<file path="src/mbs_pkg.sv">
package mbs_pkg;

	// ==========================================
	// function and exception codes
	localparam logic [7:0] FC_RD_COIL = 8'h01;
	localparam logic [7:0] FC_RD_DIN = 8'h02;
	localparam logic [7:0] FC_RD_INREG = 8'h04;
	localparam logic [7:0] FC_WR_COIL = 8'h05;
	localparam logic [7:0] FC_WR_COILS = 8'h0F;
	localparam logic [7:0] EXC_NONE = 8'h00;
	localparam logic [7:0] EXC_FUNC = 8'h01;
	localparam logic [7:0] EXC_ADDR = 8'h02;
	localparam logic [7:0] EXC_VALUE = 8'h03;
	localparam logic [7:0] EXC_FLAG = 8'h80;

	// ==========================================
	// ranges and values
	localparam logic [7:0] SLAVE_MIN = 8'h01;
	localparam logic [7:0] SLAVE_MAX = 8'hF7;
	localparam logic [16:0] SPAN_COIL = 17'h0_0004;
	localparam logic [16:0] SPAN_DIN = 17'h0_0008;
	localparam logic [16:0] SPAN_INREG = 17'h0_001C;
	localparam logic [15:0] COIL_ON = 16'hFF00;
	localparam logic [15:0] COIL_OFF = 16'h0000;
	localparam logic [7:0] MULTI_BYTES = 8'h01;
	localparam logic [3:0] COILS_RESET = 4'h0;
	localparam logic [15:0] CRC_INIT = 16'hFFFF;
	localparam logic [15:0] CRC_POLY = 16'hA001;

	// ==========================================
	// frame geometry
	localparam int RX_DEPTH = 10;
	localparam logic [3:0] RX_CAP = 4'hB;
	localparam logic [3:0] LEN_STD = 4'h8;
	localparam logic [3:0] LEN_MULTI = 4'hA;
	localparam logic [5:0] LEN_EXC = 6'h03;
	localparam logic [5:0] LEN_BITS = 6'h04;
	localparam logic [5:0] LEN_ECHO = 6'h06;
	localparam logic [5:0] HDR_LEN = 6'h03;

	// ==========================================
	// input register map
	localparam logic [4:0] ADDR_AN_LAST = 5'h0B;
	localparam logic [4:0] ADDR_SUPPLY = 5'h0E;
	localparam logic [4:0] ADDR_TEMP = 5'h18;
	localparam logic [4:0] ADDR_HUMID = 5'h19;
	localparam logic [4:0] ADDR_PULSE_HI = 5'h1A;
	localparam logic [4:0] ADDR_PULSE_LO = 5'h1B;

	// ==========================================
	// types
	typedef enum logic [1:0] {ST_IDLE, ST_SEND, ST_CRC_LO, ST_CRC_HI} mbs_state_e;

	typedef struct packed {
		logic [5:0][31:0] analog_channel;
		logic [15:0] supply;
		logic [15:0] temperature;
		logic [15:0] humidity;
		logic [31:0] pulse_count;
	} mbs_meas_s;

	typedef struct packed {
		logic valid;
		logic [7:0] data;
		logic frame_end;
	} mbs_rx_s;

	typedef struct packed {
		logic valid;
		logic [7:0] data;
	} mbs_tx_s;

endpackage : mbs_pkg

</file>
<file path="src/mbs_crc16.sv">
`timescale 1ns/1ps
`default_nettype none

module mbs_crc16 (
	// running value
	input wire logic [15:0] crc_in,
	input wire logic [7:0] data,
	output logic [15:0] crc_out
);
	import mbs_pkg::*;

	always_comb begin
		crc_out = crc_in ^ {8'h00, data};
		for (int i = 0; i < 8; i++) begin
			crc_out = crc_out[0] ? ((crc_out >> 1) ^ CRC_POLY) : (crc_out >> 1);
		end
	end

endmodule : mbs_crc16

`default_nettype wire

</file>
<file path="src/mbs_responder.sv">
`timescale 1ns/1ps
`default_nettype none

module mbs_responder (
	// clock, reset, enable
	input wire logic clk,
	input wire logic reset,
	input wire logic ce,
	// configuration
	input wire logic [7:0] slave_addr,
	// received bytes
	input wire mbs_pkg::mbs_rx_s rx,
	// reply bytes
	output var mbs_pkg::mbs_tx_s tx,
	input wire logic tx_ready,
	// field side
	input wire logic [7:0] din_pins,
	input wire mbs_pkg::mbs_meas_s meas,
	output logic [3:0] relay
);
	import mbs_pkg::*;

	// ==========================================
	// helpers
	function automatic logic [7:0] range_exc(input logic [15:0] st, input logic [15:0] q,
			input logic [16:0] span);
		if (q == 16'h0000 || {1'b0, q} > span)
			return EXC_VALUE;
		if ({1'b0, st} + {1'b0, q} > span)
			return EXC_ADDR;
		return EXC_NONE;
	endfunction : range_exc

	function automatic logic [7:0] bits_read(input logic [7:0] v, input logic [2:0] st,
			input logic [3:0] q);
		logic [8:0] m;
		m = (9'h001 << q) - 9'h001;
		return (v >> st) & m[7:0];
	endfunction : bits_read

	function automatic logic [15:0] reg_word(input mbs_meas_s m, input logic [4:0] a);
		logic [31:0] ch;
		ch = m.analog_channel[a[3:1]];
		if (a <= ADDR_AN_LAST)
			return a[0] ? ch[15:0] : ch[31:16];
		case (a)
			ADDR_SUPPLY: return m.supply;
			ADDR_TEMP: return m.temperature;
			ADDR_HUMID: return m.humidity;
			ADDR_PULSE_HI: return m.pulse_count[31:16];
			ADDR_PULSE_LO: return m.pulse_count[15:0];
			default: return 16'h0000;
		endcase
	endfunction : reg_word

	// ==========================================
	// discrete input synchroniser
	logic [7:0] din_s1_reg, din_s2_reg;

	always_ff @(posedge clk) begin
		if (reset) begin
			din_s1_reg <= 8'h00;
			din_s2_reg <= 8'h00;
		end else if (ce) begin
			din_s1_reg <= din_pins;
			din_s2_reg <= din_s1_reg;
		end
	end

	// ==========================================
	// receive collection
	mbs_state_e state_reg, state_next;
	logic [7:0] rx_buf_reg [RX_DEPTH];
	logic [7:0] rx_buf_next [RX_DEPTH];
	logic [3:0] rx_cnt_reg, rx_cnt_next;
	logic [15:0] rx_crc_reg, rx_crc_next, rx_crc_step;

	mbs_crc16 u_rx_crc (
		.crc_in(rx_crc_reg),
		.data(rx.data),
		.crc_out(rx_crc_step)
	);

	always_comb begin
		rx_buf_next = rx_buf_reg;
		rx_cnt_next = rx_cnt_reg;
		rx_crc_next = rx_crc_reg;
		if (rx.frame_end) begin
			rx_cnt_next = 4'h0;
			rx_crc_next = CRC_INIT;
		end else if (rx.valid && state_reg == ST_IDLE) begin
			if (rx_cnt_reg < RX_CAP - 4'h1)
				rx_buf_next[rx_cnt_reg] = rx.data;
			if (rx_cnt_reg != RX_CAP)
				rx_cnt_next = rx_cnt_reg + 4'h1;
			rx_crc_next = rx_crc_step;
		end
	end

	always_ff @(posedge clk) begin
		if (reset) begin
			rx_buf_reg <= '{default: 8'h00};
			rx_cnt_reg <= 4'h0;
			rx_crc_reg <= CRC_INIT;
		end else if (ce) begin
			rx_buf_reg <= rx_buf_next;
			rx_cnt_reg <= rx_cnt_next;
			rx_crc_reg <= rx_crc_next;
		end
	end

	// ==========================================
	// request decode
	logic [7:0] fc;
	logic [15:0] req_st, req_q;
	logic frame_ok;
	logic [7:0] exc;
	logic [7:0] dec_hdr [6];
	logic [5:0] dec_len;
	logic dec_regrd;
	logic [3:0] dec_coils;

	assign fc = rx_buf_reg[1];
	assign req_st = {rx_buf_reg[2], rx_buf_reg[3]};
	assign req_q = {rx_buf_reg[4], rx_buf_reg[5]};

	always_comb begin
		frame_ok = rx.frame_end && state_reg == ST_IDLE && rx_crc_reg == 16'h0000
			&& slave_addr >= SLAVE_MIN && slave_addr <= SLAVE_MAX
			&& rx_buf_reg[0] == slave_addr
			&& rx_cnt_reg == ((fc == FC_WR_COILS) ? LEN_MULTI : LEN_STD);
		exc = EXC_NONE;
		dec_hdr = '{slave_addr, fc, rx_buf_reg[2], rx_buf_reg[3], rx_buf_reg[4], rx_buf_reg[5]};
		dec_len = LEN_ECHO;
		dec_regrd = 1'b0;
		dec_coils = relay;
		case (fc)
			FC_RD_COIL: begin
				exc = range_exc(req_st, req_q, SPAN_COIL);
				dec_hdr[2] = 8'h01;
				dec_hdr[3] = bits_read({4'h0, relay}, req_st[2:0], req_q[3:0]);
				dec_len = LEN_BITS;
			end
			FC_RD_DIN: begin
				exc = range_exc(req_st, req_q, SPAN_DIN);
				dec_hdr[2] = 8'h01;
				dec_hdr[3] = bits_read(din_s2_reg, req_st[2:0], req_q[3:0]);
				dec_len = LEN_BITS;
			end
			FC_RD_INREG: begin
				exc = range_exc(req_st, req_q, SPAN_INREG);
				dec_hdr[2] = {req_q[6:0], 1'b0};
				dec_len = HDR_LEN + {req_q[4:0], 1'b0};
				dec_regrd = 1'b1;
			end
			FC_WR_COIL: begin
				if (req_st >= 16'(SPAN_COIL))
					exc = EXC_ADDR;
				else if (req_q != COIL_ON && req_q != COIL_OFF)
					exc = EXC_VALUE;
				else
					dec_coils[req_st[1:0]] = (req_q == COIL_ON);
			end
			FC_WR_COILS: begin
				exc = range_exc(req_st, req_q, SPAN_COIL);
				if (exc == EXC_NONE && rx_buf_reg[6] != MULTI_BYTES)
					exc = EXC_VALUE;
				for (int i = 0; i < 4; i++) begin
					if (i >= int'(req_st) && i < int'(req_st) + int'(req_q))
						dec_coils[i] = rx_buf_reg[7][3'(i - int'(req_st))];
				end
			end
			default: exc = EXC_FUNC;
		endcase
		if (exc != EXC_NONE) begin
			dec_hdr[1] = fc | EXC_FLAG;
			dec_hdr[2] = exc;
			dec_len = LEN_EXC;
			dec_regrd = 1'b0;
			dec_coils = relay;
		end
	end

	// ==========================================
	// reply sequencer
	logic [7:0] hdr_reg [6];
	logic [7:0] hdr_next [6];
	logic [5:0] len_reg, len_next, idx_reg, idx_next;
	logic regrd_reg, regrd_next;
	logic [4:0] base_reg, base_next;
	logic tx_valid_reg, tx_valid_next;
	logic [7:0] tx_data_reg, tx_data_next;
	logic [15:0] tx_crc_reg, tx_crc_next, tx_crc_step;
	logic [3:0] relay_next;
	logic [5:0] idx_inc, dat_off;
	logic [15:0] word;
	logic [7:0] reply_byte;

	mbs_crc16 u_tx_crc (
		.crc_in(tx_crc_reg),
		.data(tx_data_reg),
		.crc_out(tx_crc_step)
	);

	assign idx_inc = idx_reg + 6'h01;
	assign dat_off = idx_inc - HDR_LEN;
	assign word = reg_word(meas, base_reg + dat_off[5:1]);
	assign reply_byte = (regrd_reg && idx_inc >= HDR_LEN) ?
		(dat_off[0] ? word[7:0] : word[15:8]) : hdr_reg[idx_inc[2:0]];

	always_comb begin
		state_next = state_reg;
		hdr_next = hdr_reg;
		len_next = len_reg;
		idx_next = idx_reg;
		regrd_next = regrd_reg;
		base_next = base_reg;
		tx_valid_next = tx_valid_reg;
		tx_data_next = tx_data_reg;
		tx_crc_next = tx_crc_reg;
		relay_next = relay;
		case (state_reg)
			ST_IDLE: begin
				if (frame_ok) begin
					relay_next = dec_coils;
					hdr_next = dec_hdr;
					len_next = dec_len;
					regrd_next = dec_regrd;
					base_next = req_st[4:0];
					idx_next = 6'h00;
					tx_valid_next = 1'b1;
					tx_data_next = slave_addr;
					tx_crc_next = CRC_INIT;
					state_next = ST_SEND;
				end
			end
			ST_SEND: begin
				if (tx_ready) begin
					tx_crc_next = tx_crc_step;
					if (idx_inc == len_reg) begin
						tx_data_next = tx_crc_step[7:0];
						state_next = ST_CRC_LO;
					end else begin
						idx_next = idx_inc;
						tx_data_next = reply_byte;
					end
				end
			end
			ST_CRC_LO: begin
				if (tx_ready) begin
					tx_data_next = tx_crc_reg[15:8];
					state_next = ST_CRC_HI;
				end
			end
			ST_CRC_HI: begin
				if (tx_ready) begin
					tx_valid_next = 1'b0;
					state_next = ST_IDLE;
				end
			end
			default: begin
				tx_valid_next = 1'b0;
				state_next = ST_IDLE;
			end
		endcase
	end

	always_ff @(posedge clk) begin
		if (reset) begin
			state_reg <= ST_IDLE;
			hdr_reg <= '{default: 8'h00};
			len_reg <= 6'h00;
			idx_reg <= 6'h00;
			regrd_reg <= 1'b0;
			base_reg <= 5'h00;
			tx_valid_reg <= 1'b0;
			tx_data_reg <= 8'h00;
			tx_crc_reg <= CRC_INIT;
			relay <= COILS_RESET;
		end else if (ce) begin
			state_reg <= state_next;
			hdr_reg <= hdr_next;
			len_reg <= len_next;
			idx_reg <= idx_next;
			regrd_reg <= regrd_next;
			base_reg <= base_next;
			tx_valid_reg <= tx_valid_next;
			tx_data_reg <= tx_data_next;
			tx_crc_reg <= tx_crc_next;
			relay <= relay_next;
		end
	end

	assign tx = '{valid: tx_valid_reg, data: tx_data_reg};

	// ==========================================
	// checks
	a_bad_crc_drop: assert property (@(posedge clk) disable iff (reset)
		ce && state_reg == ST_IDLE && rx.frame_end && rx_crc_reg != 16'h0000
		|=> !tx_valid_reg [*3])
		else $error("frame with bad crc answered");
	a_foreign_addr: assert property (@(posedge clk) disable iff (reset)
		ce && state_reg == ST_IDLE && rx.frame_end && rx_buf_reg[0] != slave_addr
		|=> state_reg == ST_IDLE)
		else $error("frame for another address answered");
	a_first_byte: assert property (@(posedge clk) disable iff (reset)
		$rose(tx_valid_reg) |-> tx_data_reg == slave_addr && idx_reg == 6'h00)
		else $error("reply does not open with own address");
	a_crc_order: assert property (@(posedge clk) disable iff (reset)
		ce && state_reg == ST_CRC_LO && tx_ready
		|=> tx_data_reg == tx_crc_reg[15:8] && tx_data_reg == $past(tx_crc_reg[15:8]))
		else $error("crc high byte not after low byte");
	a_multi_write: assert property (@(posedge clk) disable iff (reset)
		ce && frame_ok && fc == FC_WR_COILS && req_st == 16'h0000 && req_q == 16'h0004
		&& rx_buf_reg[6] == MULTI_BYTES |=> relay == $past(rx_buf_reg[7][3:0]))
		else $error("multi relay write not applied");
	a_multi_echo: assert property (@(posedge clk) disable iff (reset)
		ce && frame_ok && fc == FC_WR_COILS && exc == EXC_NONE
		|=> len_reg == LEN_ECHO && {hdr_reg[4], hdr_reg[5]} == $past(req_q))
		else $error("multi write reply lacks quantity");
	a_single_write: assert property (@(posedge clk) disable iff (reset)
		ce && frame_ok && fc == FC_WR_COIL && req_st == 16'h0000 && req_q == COIL_ON
		|=> relay[0] && len_reg == LEN_ECHO)
		else $error("single relay close not applied");
	a_din_reply: assert property (@(posedge clk) disable iff (reset)
		ce && frame_ok && fc == FC_RD_DIN && req_st == 16'h0000 && req_q == 16'h0008
		|=> hdr_reg[2] == 8'h01 && hdr_reg[3] == $past(din_s2_reg) && len_reg == LEN_BITS)
		else $error("discrete input reply wrong");
	a_full_read: assert property (@(posedge clk) disable iff (reset)
		ce && frame_ok && fc == FC_RD_INREG && req_st == 16'h0000 && req_q == 16'h001C
		|=> hdr_reg[2] == 8'h38 && len_reg == 6'h3B)
		else $error("full register read length wrong");
	a_exception: assert property (@(posedge clk) disable iff (reset)
		ce && frame_ok && fc == FC_RD_DIN && req_q == 16'h0009
		|=> hdr_reg[1] == 8'h82 && hdr_reg[2] == EXC_VALUE && len_reg == LEN_EXC)
		else $error("quantity exception missing");

endmodule : mbs_responder

`default_nettype wire

</file>
<file path="config.mk">
export PLATFORM = sky130hd
export DESIGN_NAME = mbs_responder
export DESIGN_NICKNAME = d
export VERILOG_FILES = /design/src/mbs_pkg.sv /design/src/mbs_crc16.sv /design/src/mbs_responder.sv
export SDC_FILE = /design/constraint.sdc
export NUM_CORES = 1
export LEC_CHECK = 0
export BUFFER_PORTS_ARGS = -buffer_cell sky130_fd_sc_hd__buf_2
export CAP_MARGIN = 5
export CELL_PAD_IN_SITES_DETAIL_PLACEMENT = 1
export CELL_PAD_IN_SITES_GLOBAL_PLACEMENT = 2
export CORE_ASPECT_RATIO = 1.5
export CORE_UTILIZATION = 25
export DETAILED_ROUTE_END_ITERATION = 7
export PLACE_DENSITY = 0.77
export SYNTH_ARGS = -nofsm -noshare
export SYNTH_HDL_FRONTEND = slang
export SYNTH_HIERARCHICAL = 1
export SYNTH_SLANG_ARGS = --single-unit
</file>
<file path="constraint.sdc">
create_clock -name clk -period 18.6 [get_ports clk]
set_clock_uncertainty 0.1 [all_clocks]
set_input_delay 2.79 -clock clk [delete_from_list [all_inputs] [get_ports clk]]
set_output_delay 2.79 -clock clk [all_outputs]
set_load 0.02 [all_outputs]
</file>
# ---- Word level (Yosys, flattened, before mapping)
# Cells that the tools add are included.
dict set report totals {
  reg_bits 213
  in_bits 302
  out_inout_bits 13
  wordCells 302
}
dict set report classes {
  add_sub_neg 12
  n_lt_le_gt_ge 30
  eq_ne 32
  shift 3
  mux 124
  bitwise 24
  reduce_logical 45
}
# op count
set op_table {}
lappend op_table {{$mux W16} 24}
lappend op_table {{$mux W8} 25}
lappend op_table {{$bmux W32 S3} 1}
lappend op_table {{$bwmux W80} 1}
lappend op_table {{$pmux W16 S5} 1}
lappend op_table {{$not A2 Y3} 16}
lappend op_table {{$pmux W8 S5} 1}
lappend op_table {{$mux W1} 36}
lappend op_table {{$add A16 B16 Y17} 2}
lappend op_table {{$demux W8 S4} 1}
lappend op_table {{$ge A1 B16 Y1 const A} 2}
lappend op_table {{$ge A2 B16 Y1 const A} 2}
lappend op_table {{$logic_not A16 Y1} 2}
lappend op_table {{$lt A1 B32 Y1 const A} 1}
lappend op_table {{$lt A2 B32 Y1 const A} 1}
lappend op_table {{$lt A3 B32 Y1 const A} 1}
lappend op_table {{$mux W32} 1}
lappend op_table {{$pmux W16 S2} 1}
lappend op_table {{$pmux W8 S2} 2}
lappend op_table {{$reduce_and A8 Y1} 4}
lappend op_table {{$xor A16 B8 Y16} 2}
lappend op_table {{$bmux W8 S3} 1}
lappend op_table {{$mux W6} 4}
lappend op_table {{$pmux W6 S2} 2}
lappend op_table {{other kinds (75)} 136}

# ---- Depth between registers and ports, before layout
# Gate-level depths: netlist of run 1.
dict set report depth {
  ltp_word 20
  ltp_mapped 21
  ltp_nobuf 16
}

# ---- By module
# The synthesis of run 1 kept the hierarchy.
# module instances cells_each area_each_um2 seq_area_each_um2
set by_module_without_submodules {}
lappend by_module_without_submodules {mbs_responder 1 1648 13457.9 3943.8}
lappend by_module_without_submodules {mbs_crc16 2 28 294.0 0.0}

# ---- Worst setup path after synthesis of run 1
# No wires, ideal clock.
dict set report synth_path {
  kind {register to register}
  startpoint {reg idx_reg[0]}
  endpoint {reg tx_data_reg[0]}
  setup_time_ns 0.132
  arrival_ns 5.582
  required_ns 18.368
  slack_ns 12.786
  path_stages_with_launch 21
  n_path_buf 7
  period_less_slack_ns 5.814
  cell_sequence {dfxtp_1 > buf_1 > buf_1 > clkinv_1 > ha_1 > clkbuf_1 > xor2_1 > ha_1 > inv_1 > fa_1 > xnor2_1 > buf_2 > buf_4 > clkbuf_1 > buf_2 > nor3_1 > a21oi_1 > mux4_2 > o221ai_1 > a22oi_1 > a21oi_1}
}
dict set report synth_via {
  elab_chain_len 13
  elab_cells_between_ends 28
  cone_classes {add/sub (3); order compare (2); eq/ne (6); mux (15); bitwise (1); reduce/logical (1)}
}
# element line_no
set synth_lines {}
lappend synth_lines {{start, declared} mbs_responder.sv:188} ;# logic [5:0] len_reg, len_next, idx_reg, idx_next;
lappend synth_lines {{start signal, assigned} mbs_responder.sv:284} ;# idx_reg <= idx_next;
lappend synth_lines {{$add A6 B1 Y6 *} mbs_responder.sv:205} ;# assign idx_inc = idx_reg + 6'h01;
lappend synth_lines {{$sub A6 B2 Y6} mbs_responder.sv:206} ;# assign dat_off = idx_inc - HDR_LEN;
lappend synth_lines {{$add A5 B5 Y5} mbs_responder.sv:207} ;# assign word = reg_word(meas, base_reg + dat_off[5:1]);
lappend synth_lines {{$bmux W32 S3} mbs_responder.sv:43} ;# ch = m.analog_channel[a[3:1]];
lappend synth_lines {{$mux W32 (implied by the code)} mbs_responder.sv:43}
lappend synth_lines {{$mux W16} mbs_responder.sv:45} ;# return a[0] ? ch[15:0] : ch[31:16];
lappend synth_lines {{$mux W16} mbs_responder.sv:44} ;# if (a <= ADDR_AN_LAST)
lappend synth_lines {{$mux W16} mbs_responder.sv:46} ;# case (a)
lappend synth_lines {{$mux W8} mbs_responder.sv:209} ;# (dat_off[0] ? word[7:0] : word[15:8]) : hdr_reg[idx_inc[2:0]];
lappend synth_lines {{$mux W8} mbs_responder.sv:208} ;# assign reply_byte = (regrd_reg && idx_inc >= HDR_LEN) ?
lappend synth_lines {{$mux W8 *} mbs_responder.sv:240} ;# if (idx_inc == len_reg) begin
lappend synth_lines {{$mux W8 *} mbs_responder.sv:238} ;# if (tx_ready) begin
lappend synth_lines {{$pmux W8 S3 *} mbs_responder.sv:222} ;# case (state_reg)
lappend synth_lines {{end signal, assigned} mbs_responder.sv:288} ;# tx_data_reg <= tx_data_next;
lappend synth_lines {{end, declared} mbs_responder.sv:192} ;# logic [7:0] tx_data_reg, tx_data_next;
# Every way passes the cells marked *; elsewhere a longest branch is shown, timed or not. The select of a mux whose other input is x is not followed.
# A chain may end at the register's enable or synchronous reset.

# ---- Worst setup path in the final report of run 1
dict set report layout_path {
  startpoint {reg idx_reg[0]}
  endpoint {reg tx_data_reg[7]}
}
# Same word-level chain as after synthesis.

==> impl_metrics.env, run 1 <==
export IMPL_period_needed_ps=6310
export IMPL_tns_ps=0
export IMPL_critPathRequiredTime_ps=18890
export IMPL_synth_top_cells_by_count="232 x nand2_1, 197 x dfxtp_1, 193 x a21oi_1, 111 x clkbuf_1, 91 x nand3_1"
export IMPL_cp_num_buf_inv=2
export IMPL_drive_gt1_share_pct=24.6
export IMPL_synthDominantCellAreaShare_pct=28.1
export IMPL_synth_nets=2051
export IMPL_holdPathEnd="hdr_reg[30]"
export IMPL_fin_crit_sh_pct=33.9
export IMPL_row_count=106
export IMPL_cts_buffers=17
export IMPL_status="finished clean"
export IMPL_multiInputGateArea_um2=9380
export IMPL_overflow=0
export IMPL_finalMaxSlewViolations=0
export IMPL_power_leakage_nw=6.06
export IMPL_min_path_type="reg -> reg"
export IMPL_pin_count=315
export IMPL_synthTopCellsByArea="dfxtp_1 28%, mux4_2 8.7%, a21oi_1 6.9%"
export IMPL_fin_nets=2250
export IMPL_seq_area_um2=3950
export IMPL_antenna_found_initial=2
export IMPL_grt_setup_unrepaired="no"
export IMPL_mappedNetlistArea_um2=14000
export IMPL_wl_per_cell_um=23.2
export IMPL_hpwl_um=48600
export IMPL_fp_dieH_um=292
export IMPL_placed_area_um2=16100
export IMPL_grt_usage_pct=21.0
export IMPL_gp_congestion=0.908
export IMPL_yosysWarnings=6
export IMPL_cts_resized=0
export IMPL_num_vias=14200
export IMPL_design_area_um2=16700
export IMPL_r2r_end="tx_data_reg[7]"
export IMPL_yosysMostFrequentCell="nand2_1"
export IMPL_syn_avg_cell_area_um2=8.24
export IMPL_ant_nets=0
export IMPL_cts_tree="yes"
export IMPL_die_area_um2=57200
export IMPL_hold_viol_final=0
export IMPL_synth_edff_count=0
export IMPL_synth_seq_cells=197
export IMPL_start_util_pct=25.3
export IMPL_crit_cells=12
export IMPL_coreArea_um2=55600
export IMPL_async_flop_share_pct=0
export IMPL_r2r_slack_ps=12290
export IMPL_first_iter_violations=710
export IMPL_arrival_ps=6600
export IMPL_post_cts_buffers=0
export IMPL_crit_top_cell="ha_1"
export IMPL_min_path_cells=2
export IMPL_io_buffers=314
export IMPL_synth_cell_type_count=84
export IMPL_cts_hold_buf=0
export IMPL_max_cap_violations=0
export IMPL_clkTransAtPathRegs_ps=90
export IMPL_ys_flop_type="dfxtp_1"
export IMPL_grt_pass1_vias=14800
export IMPL_clock_latency_ps=460
export IMPL_wl_um=60900
export IMPL_ys_seq_area_share_pct=28.1
export IMPL_vdd_ir_drop_max_v=0.0000712
export IMPL_rr_startpoint="idx_reg[0]"
export IMPL_r2r_cells=12
export IMPL_grt_pass1_wl_um=90700
export IMPL_netlist_instances=1704
export IMPL_clock_sinks=197
export IMPL_crit_path_start_kind="flip-flop"
export IMPL_worst_path_max_fanout=39
export IMPL_fillerInstances=6728
export IMPL_max_freq_mhz=158
export IMPL_hold_path_startpoint="hdr_reg[30]"
export IMPL_clock_root_buffer="clkbuf_16"
export IMPL_drc_errors=0
export IMPL_die_w_um=196
export IMPL_setup_viol=0
export IMPL_htreeDepth=4
export IMPL_drt_pre_antenna_iters=5
export IMPL_path_cells="clkinv_1, ha_1, xor2_1, ha_1, inv_1, fa_4, nor2_1, and3_1, o21a_1, a21boi_0, a21oi_1, o21ai_0"
export IMPL_grt_max_degree=76
export IMPL_viasPerCell=5.41
export IMPL_syn2layout_area_growth_pct=18.6
export IMPL_cp_top_family="adder cells"
export IMPL_synth_largest_area_cell="dfxtp_1"
export IMPL_clockBufferDepth=2
export IMPL_max_slew_margin_pct=17.7
export IMPL_cp_end_kind="flip-flop"
export IMPL_path_class="reg -> reg"
export IMPL_largest_reg_flops=48
export IMPL_cellPowerDensity_nw_per_um2=55.3
export IMPL_tightest_slew_ps=1220
export IMPL_crit_slowest_cell="fa_4"
export IMPL_total_power_uw=922
export IMPL_slowest_delay_ps=900
==> where the power goes <==
part / internal, mW / switching (mW) / leakage, nW
logic: 0.0504 / 0.0536 / 4.18
registers: 0.426 / 0.00542 / 1.59
clock network: 0.195 / 0.191 / 0.290
==> kinds of logic after synthesis <==
| family | after synthesis | share of synthesized area, % |
|---|---|---|
| compound gates | 405 | 18.3 |
| xor+xnor | 88 | 6.63 |
| fa+ha+maj | 45 | 4.12 |
| buf+inv | 191 | 5.60 |
| flops | 197 | 28.1 |
| mux | 145 | 15.3 |
| simple gates | 633 | 22.0 |
==> area by class of cell <==
cell class	count	area share, %
repair buffers	333	10.3
well taps	702	5.27
diodes	2	0.0300
flip-flops and latches	197	23.7
clock inverters	14	0.946
clock buffers	18	2.64
multi-input cells	1316	56.3
inverters	38	0.856
==> worst max path at each step <==
stage | from | to | slack [ps]
6_report | idx_reg[0] | tx_data_reg[7] | 12290
5_1_grt | idx_reg[0] | tx_data_reg[7] | 11950
4_1_cts | idx_reg[0] | tx_data_reg[7] | 12370
3_5_place_dp | idx_reg[0] | tx_data_reg[7] | 12300
3_3_place_gp | idx_reg[0] | tx_data_reg[7] | 12330
2_1_floorplan | idx_reg[0] | tx_data_reg[0] | 12790
==> per-layer routing <==
metal / wire length, µm / part of all wire [%] / vias to the layer above / track usage (%)
met1: 22200 / 36 / 6969 / 21.6
met5: 0 / 0 / - / 0
met4: 3350 / 5.5 / 0 / 12.1
met3: 2790 / 4.6 / 119 / 3.03
li1: - / - / 6611 / -
met2: 32500 / 53 / 477 / 40.0
==> placed cells by master (no fill, tap or decap), types with 22 or more instances in the layout <==
| cell type | instances |
|---|---|
| nand3_1 | 91 |
| buf_2 | 313 |
| xnor2_1 | 39 |
| o21ai_0 | 47 |
| mux2i_1 | 76 |
| inv_1 | 36 |
| xor2_1 | 32 |
| nor3_1 | 73 |
| nand2_1 | 232 |
| nand2b_1 | 23 |
| nand4_1 | 22 |
| mux4_2 | 54 |
| nor2_1 | 88 |
| ha_1 | 43 |
| dfxtp_1 | 196 |
| a21oi_1 | 193 |
==> worst register-to-register path: cells and delay by family (launching register included) <==
family	cells	cell delay, ps
adder cells (fa/ha/maj)	3	1890
AND/OR/NAND/NOR	2	1450
AO/OA/AOI/OAI	4	1350
flip-flops	1	700
buffers and inverters	2	550
XOR/XNOR	1	200
==> through the flow <==
| step | worst slack, ps | util [%] | hold WS, ps | cells |
|---|---|---|---|---|
| final | 12290 | 30.0 | 350 | 2620 |
| after global placement | 12330 | 28.9 | 337 | 2586 |
| after floorplan | 12790 | - | 322 | 1704 |
| after global routing | 11950 | 30.0 | 368 | 2620 |
| after detailed placement | 12300 | 28.9 | 344 | 2586 |
| after CTS | 12370 | 30.0 | 355 | 2618 |
Power figures use the tool's default switching activity.
==> inputs of run 2 (changes only) <==
--- a/config.mk
+++ b/config.mk
@@ -5,6 +5,7 @@
 export SDC_FILE = /design/constraint.sdc
 export NUM_CORES = 1
 export LEC_CHECK = 0
+export ABC_AREA = 1
 export BUFFER_PORTS_ARGS = -buffer_cell sky130_fd_sc_hd__buf_2
 export CAP_MARGIN = 5
 export CELL_PAD_IN_SITES_DETAIL_PLACEMENT = 1
@@ -12,7 +13,7 @@
 export CORE_ASPECT_RATIO = 1.5
 export CORE_UTILIZATION = 25
 export DETAILED_ROUTE_END_ITERATION = 7
-export PLACE_DENSITY = 0.77
+export PLACE_DENSITY = 0.83
 export SYNTH_ARGS = -nofsm -noshare
 export SYNTH_HDL_FRONTEND = slang
 export SYNTH_HIERARCHICAL = 1
==> constraint.sdc (replaced) <==
create_clock -name clk -period 6.22 [get_ports clk]
set_clock_uncertainty 0.1 [all_clocks]
set_input_delay 0.933 -clock clk [delete_from_list [all_inputs] [get_ports clk]]
set_output_delay 0.933 -clock clk [all_outputs]
set_load 0.02 [all_outputs]
==> run 2 against run 1 <==
Register-to-register slack lost 11000 ps; synthesized area grew 11%; maximum frequency up 22%; global-route usage is 1.5 points higher; clock-buffer cell count is 1 lower; wire length grew 19%; cell count rose by 39%; sequential cell count unchanged; highest routed layer unchanged.
==> impl_metrics.env, run 2 <==
export IMPL_synthDominantCellAreaShare_pct=25.2
export IMPL_clockBufferDepth=2
export IMPL_worst_path_max_fanout=55
export IMPL_power_leakage_nw=8.68
export IMPL_fin_crit_sh_pct=82.9
export IMPL_critPathRequiredTime_ps=6510
export IMPL_antenna_found_initial=1
export IMPL_async_flop_share_pct=0
export IMPL_num_vias=18200
export IMPL_clock_root_buffer="clkbuf_16"
export IMPL_row_count=111
export IMPL_hold_viol_final=0
export IMPL_grt_usage_pct=22.5
export IMPL_grt_pass1_wl_um=108000
export IMPL_grt_pass1_vias=18500
export IMPL_drive_gt1_share_pct=16.7
export IMPL_tightest_slew_ps=1210
export IMPL_status="finished clean"
export IMPL_utilization_pct=29.9
export IMPL_overflow=0
export IMPL_ys_seq_area_share_pct=25.2
export IMPL_syn_avg_cell_area_um2=5.95
export IMPL_coreArea_um2=61400
export IMPL_ys_flop_type="dfxtp_1"
export IMPL_clkTransAtPathRegs_ps=80
export IMPL_viasPerCell=5.00
export IMPL_cellPowerDensity_nw_per_um2=172
export IMPL_die_area_um2=63500
export IMPL_post_cts_buffers=0
export IMPL_htreeDepth=4
export IMPL_mappedNetlistArea_um2=15600
export IMPL_drc_errors=0
export IMPL_clock_sinks=197
export IMPL_gp_congestion=0.944
export IMPL_max_slew_margin_pct=18.5
export IMPL_die_w_um=206
export IMPL_tns_ps=0
export IMPL_hpwl_um=58700
export IMPL_largest_reg_flops=48
export IMPL_io_buffers=314
export IMPL_cp_end_kind="flip-flop"
export IMPL_arrival_ps=5450
export IMPL_synth_largest_area_cell="dfxtp_1"
export IMPL_pin_count=315
export IMPL_drt_pre_antenna_iters=5
export IMPL_setup_viol=0
export IMPL_synth_nets=2975
export IMPL_cts_buffers=17
export IMPL_cts_tree="yes"
export IMPL_first_iter_violations=1145
export IMPL_crit_path_start_kind="flip-flop"
export IMPL_period_needed_ps=5160
export IMPL_grt_max_degree=96
export IMPL_cts_resized=0
export IMPL_path_class="reg -> reg"
export IMPL_start_util_pct=25.5
export IMPL_synth_seq_cells=197
export IMPL_synth_top_cells_by_count="586 x nand2_1, 402 x nor2_1, 290 x o21ai_0, 240 x inv_1, 236 x nand3_1"
export IMPL_yosysMostFrequentCell="nand2_1"
export IMPL_synth_cell_type_count=61
export IMPL_min_path_type="reg -> reg"
export IMPL_grt_setup_unrepaired="no"
export IMPL_syn2layout_area_growth_pct=17.3
export IMPL_clock_latency_ps=480
export IMPL_synth_edff_count=0
export IMPL_netlist_instances=2628
export IMPL_fp_dieH_um=308
export IMPL_wl_per_cell_um=19.9
export IMPL_finalMaxSlewViolations=0
export IMPL_vdd_ir_drop_max_v=0.000208
export IMPL_cts_hold_buf=0
export IMPL_layout_commonest_cell="nand2_1"
export IMPL_max_freq_mhz=194
export IMPL_wl_um=72700
export IMPL_max_cap_violations=0
export IMPL_fin_nets=3194
export IMPL_ant_nets=0
export IMPL_synthTopCellsByArea="dfxtp_1 25%, nand2_1 14%, nor2_1 9.7%"
export IMPL_yosysWarnings=6
export IMPL_final_cell_mix="586 x nand2_1, 402 x nor2_1, 314 x buf_2, 290 x o21ai_0, 239 x inv_1"
run 2: kinds of logic (layout without fill, tap and decap cells):
family                   Yosys count  in the layout  share of synthesized area, %
other                              0              1                             0
XOR/XNOR                          40             40                          2.53
adder cells (fa/ha/maj)           45             45                          3.70
flip-flops                       197            197                          25.2
AO/OA/AOI/OAI                    541            541                          18.5
AND/OR/NAND/NOR                 1405           1405                          39.7
buffers and inverters            400            632                          10.3
run 2: critical path, cell delays in order (launching register included):
cell and delay (ps):
dfxtp_2 340, buf_4 500, ha_1 330, inv_1 60
nand2_1 70, nand2_2 110, xor2_1 190, fa_4 510
xnor2_2 160, clkinv_2 350, nand3_4 360, nor3_2 970
nand3_1 170, nand2_1 120, inv_1 60, nand3_1 140
nand3_1 150, nand2_1 90, nand2_1 50, nand2_1 60
nand2_1 40, a21oi_1 110
run 2: final timing paths:
| path | startpoint | end | slack (ps) | cells after the start |
|---|---|---|---|---|
| max | idx_reg[0] | tx_data_reg[7] | 1060 | 21 |
| min | rx_buf_reg[24] | rx_buf_reg[24] | 370 | 2 |
| max reg2reg | idx_reg[0] | tx_data_reg[7] | 1060 | 21 |
| min reg2reg | rx_buf_reg[24] | rx_buf_reg[24] | 370 | 2 |
run 2: per-layer routing:
layer | GRT usage, % | vias to the layer above | routed length [µm]
met5 | 0 | - | 0
met3 | 3.30 | 145 | 2990
li1 | - | 9052 | -
met4 | 14.6 | 0 | 4900
met1 | 21.8 | 8602 | 26500
met2 | 43.1 | 449 | 38200
run 2: stage by stage:
step	instance area [µm²]	power [mW]	instances	hold WS, ps	setup WS, ps
final	18300	3.14	3652	367	1060
after global routing	18300	3.28	3652	396	622
after CTS	18300	3.18	3651	374	1040
after detailed placement	17700	2.00	3619	352	1110
after global placement	17700	2.00	3619	344	1130
after floorplan	15600	1.74	2628	325	2420
run 2: area by class of cell:
type | instances | area [µm²]
fillers | 8152 | 43100
flip-flops and latches | 197 | 3950
clock inverters | 15 | 183
clock buffers | 17 | 425
diodes | 1 | 2.50
multi-input cells | 2031 | 10100
repair buffers | 330 | 1690
inverters | 270 | 1020
well taps | 791 | 990
run 2: power breakdown:
| group | internal, mW | total, mW | leakage (nW) | switching, mW |
|---|---|---|---|---|
| combinational | 0.221 | 0.630 | 6.78 | 0.409 |
| clock | 0.578 | 1.17 | 0.294 | 0.593 |
| sequential | 1.30 | 1.34 | 1.60 | 0.0458 |
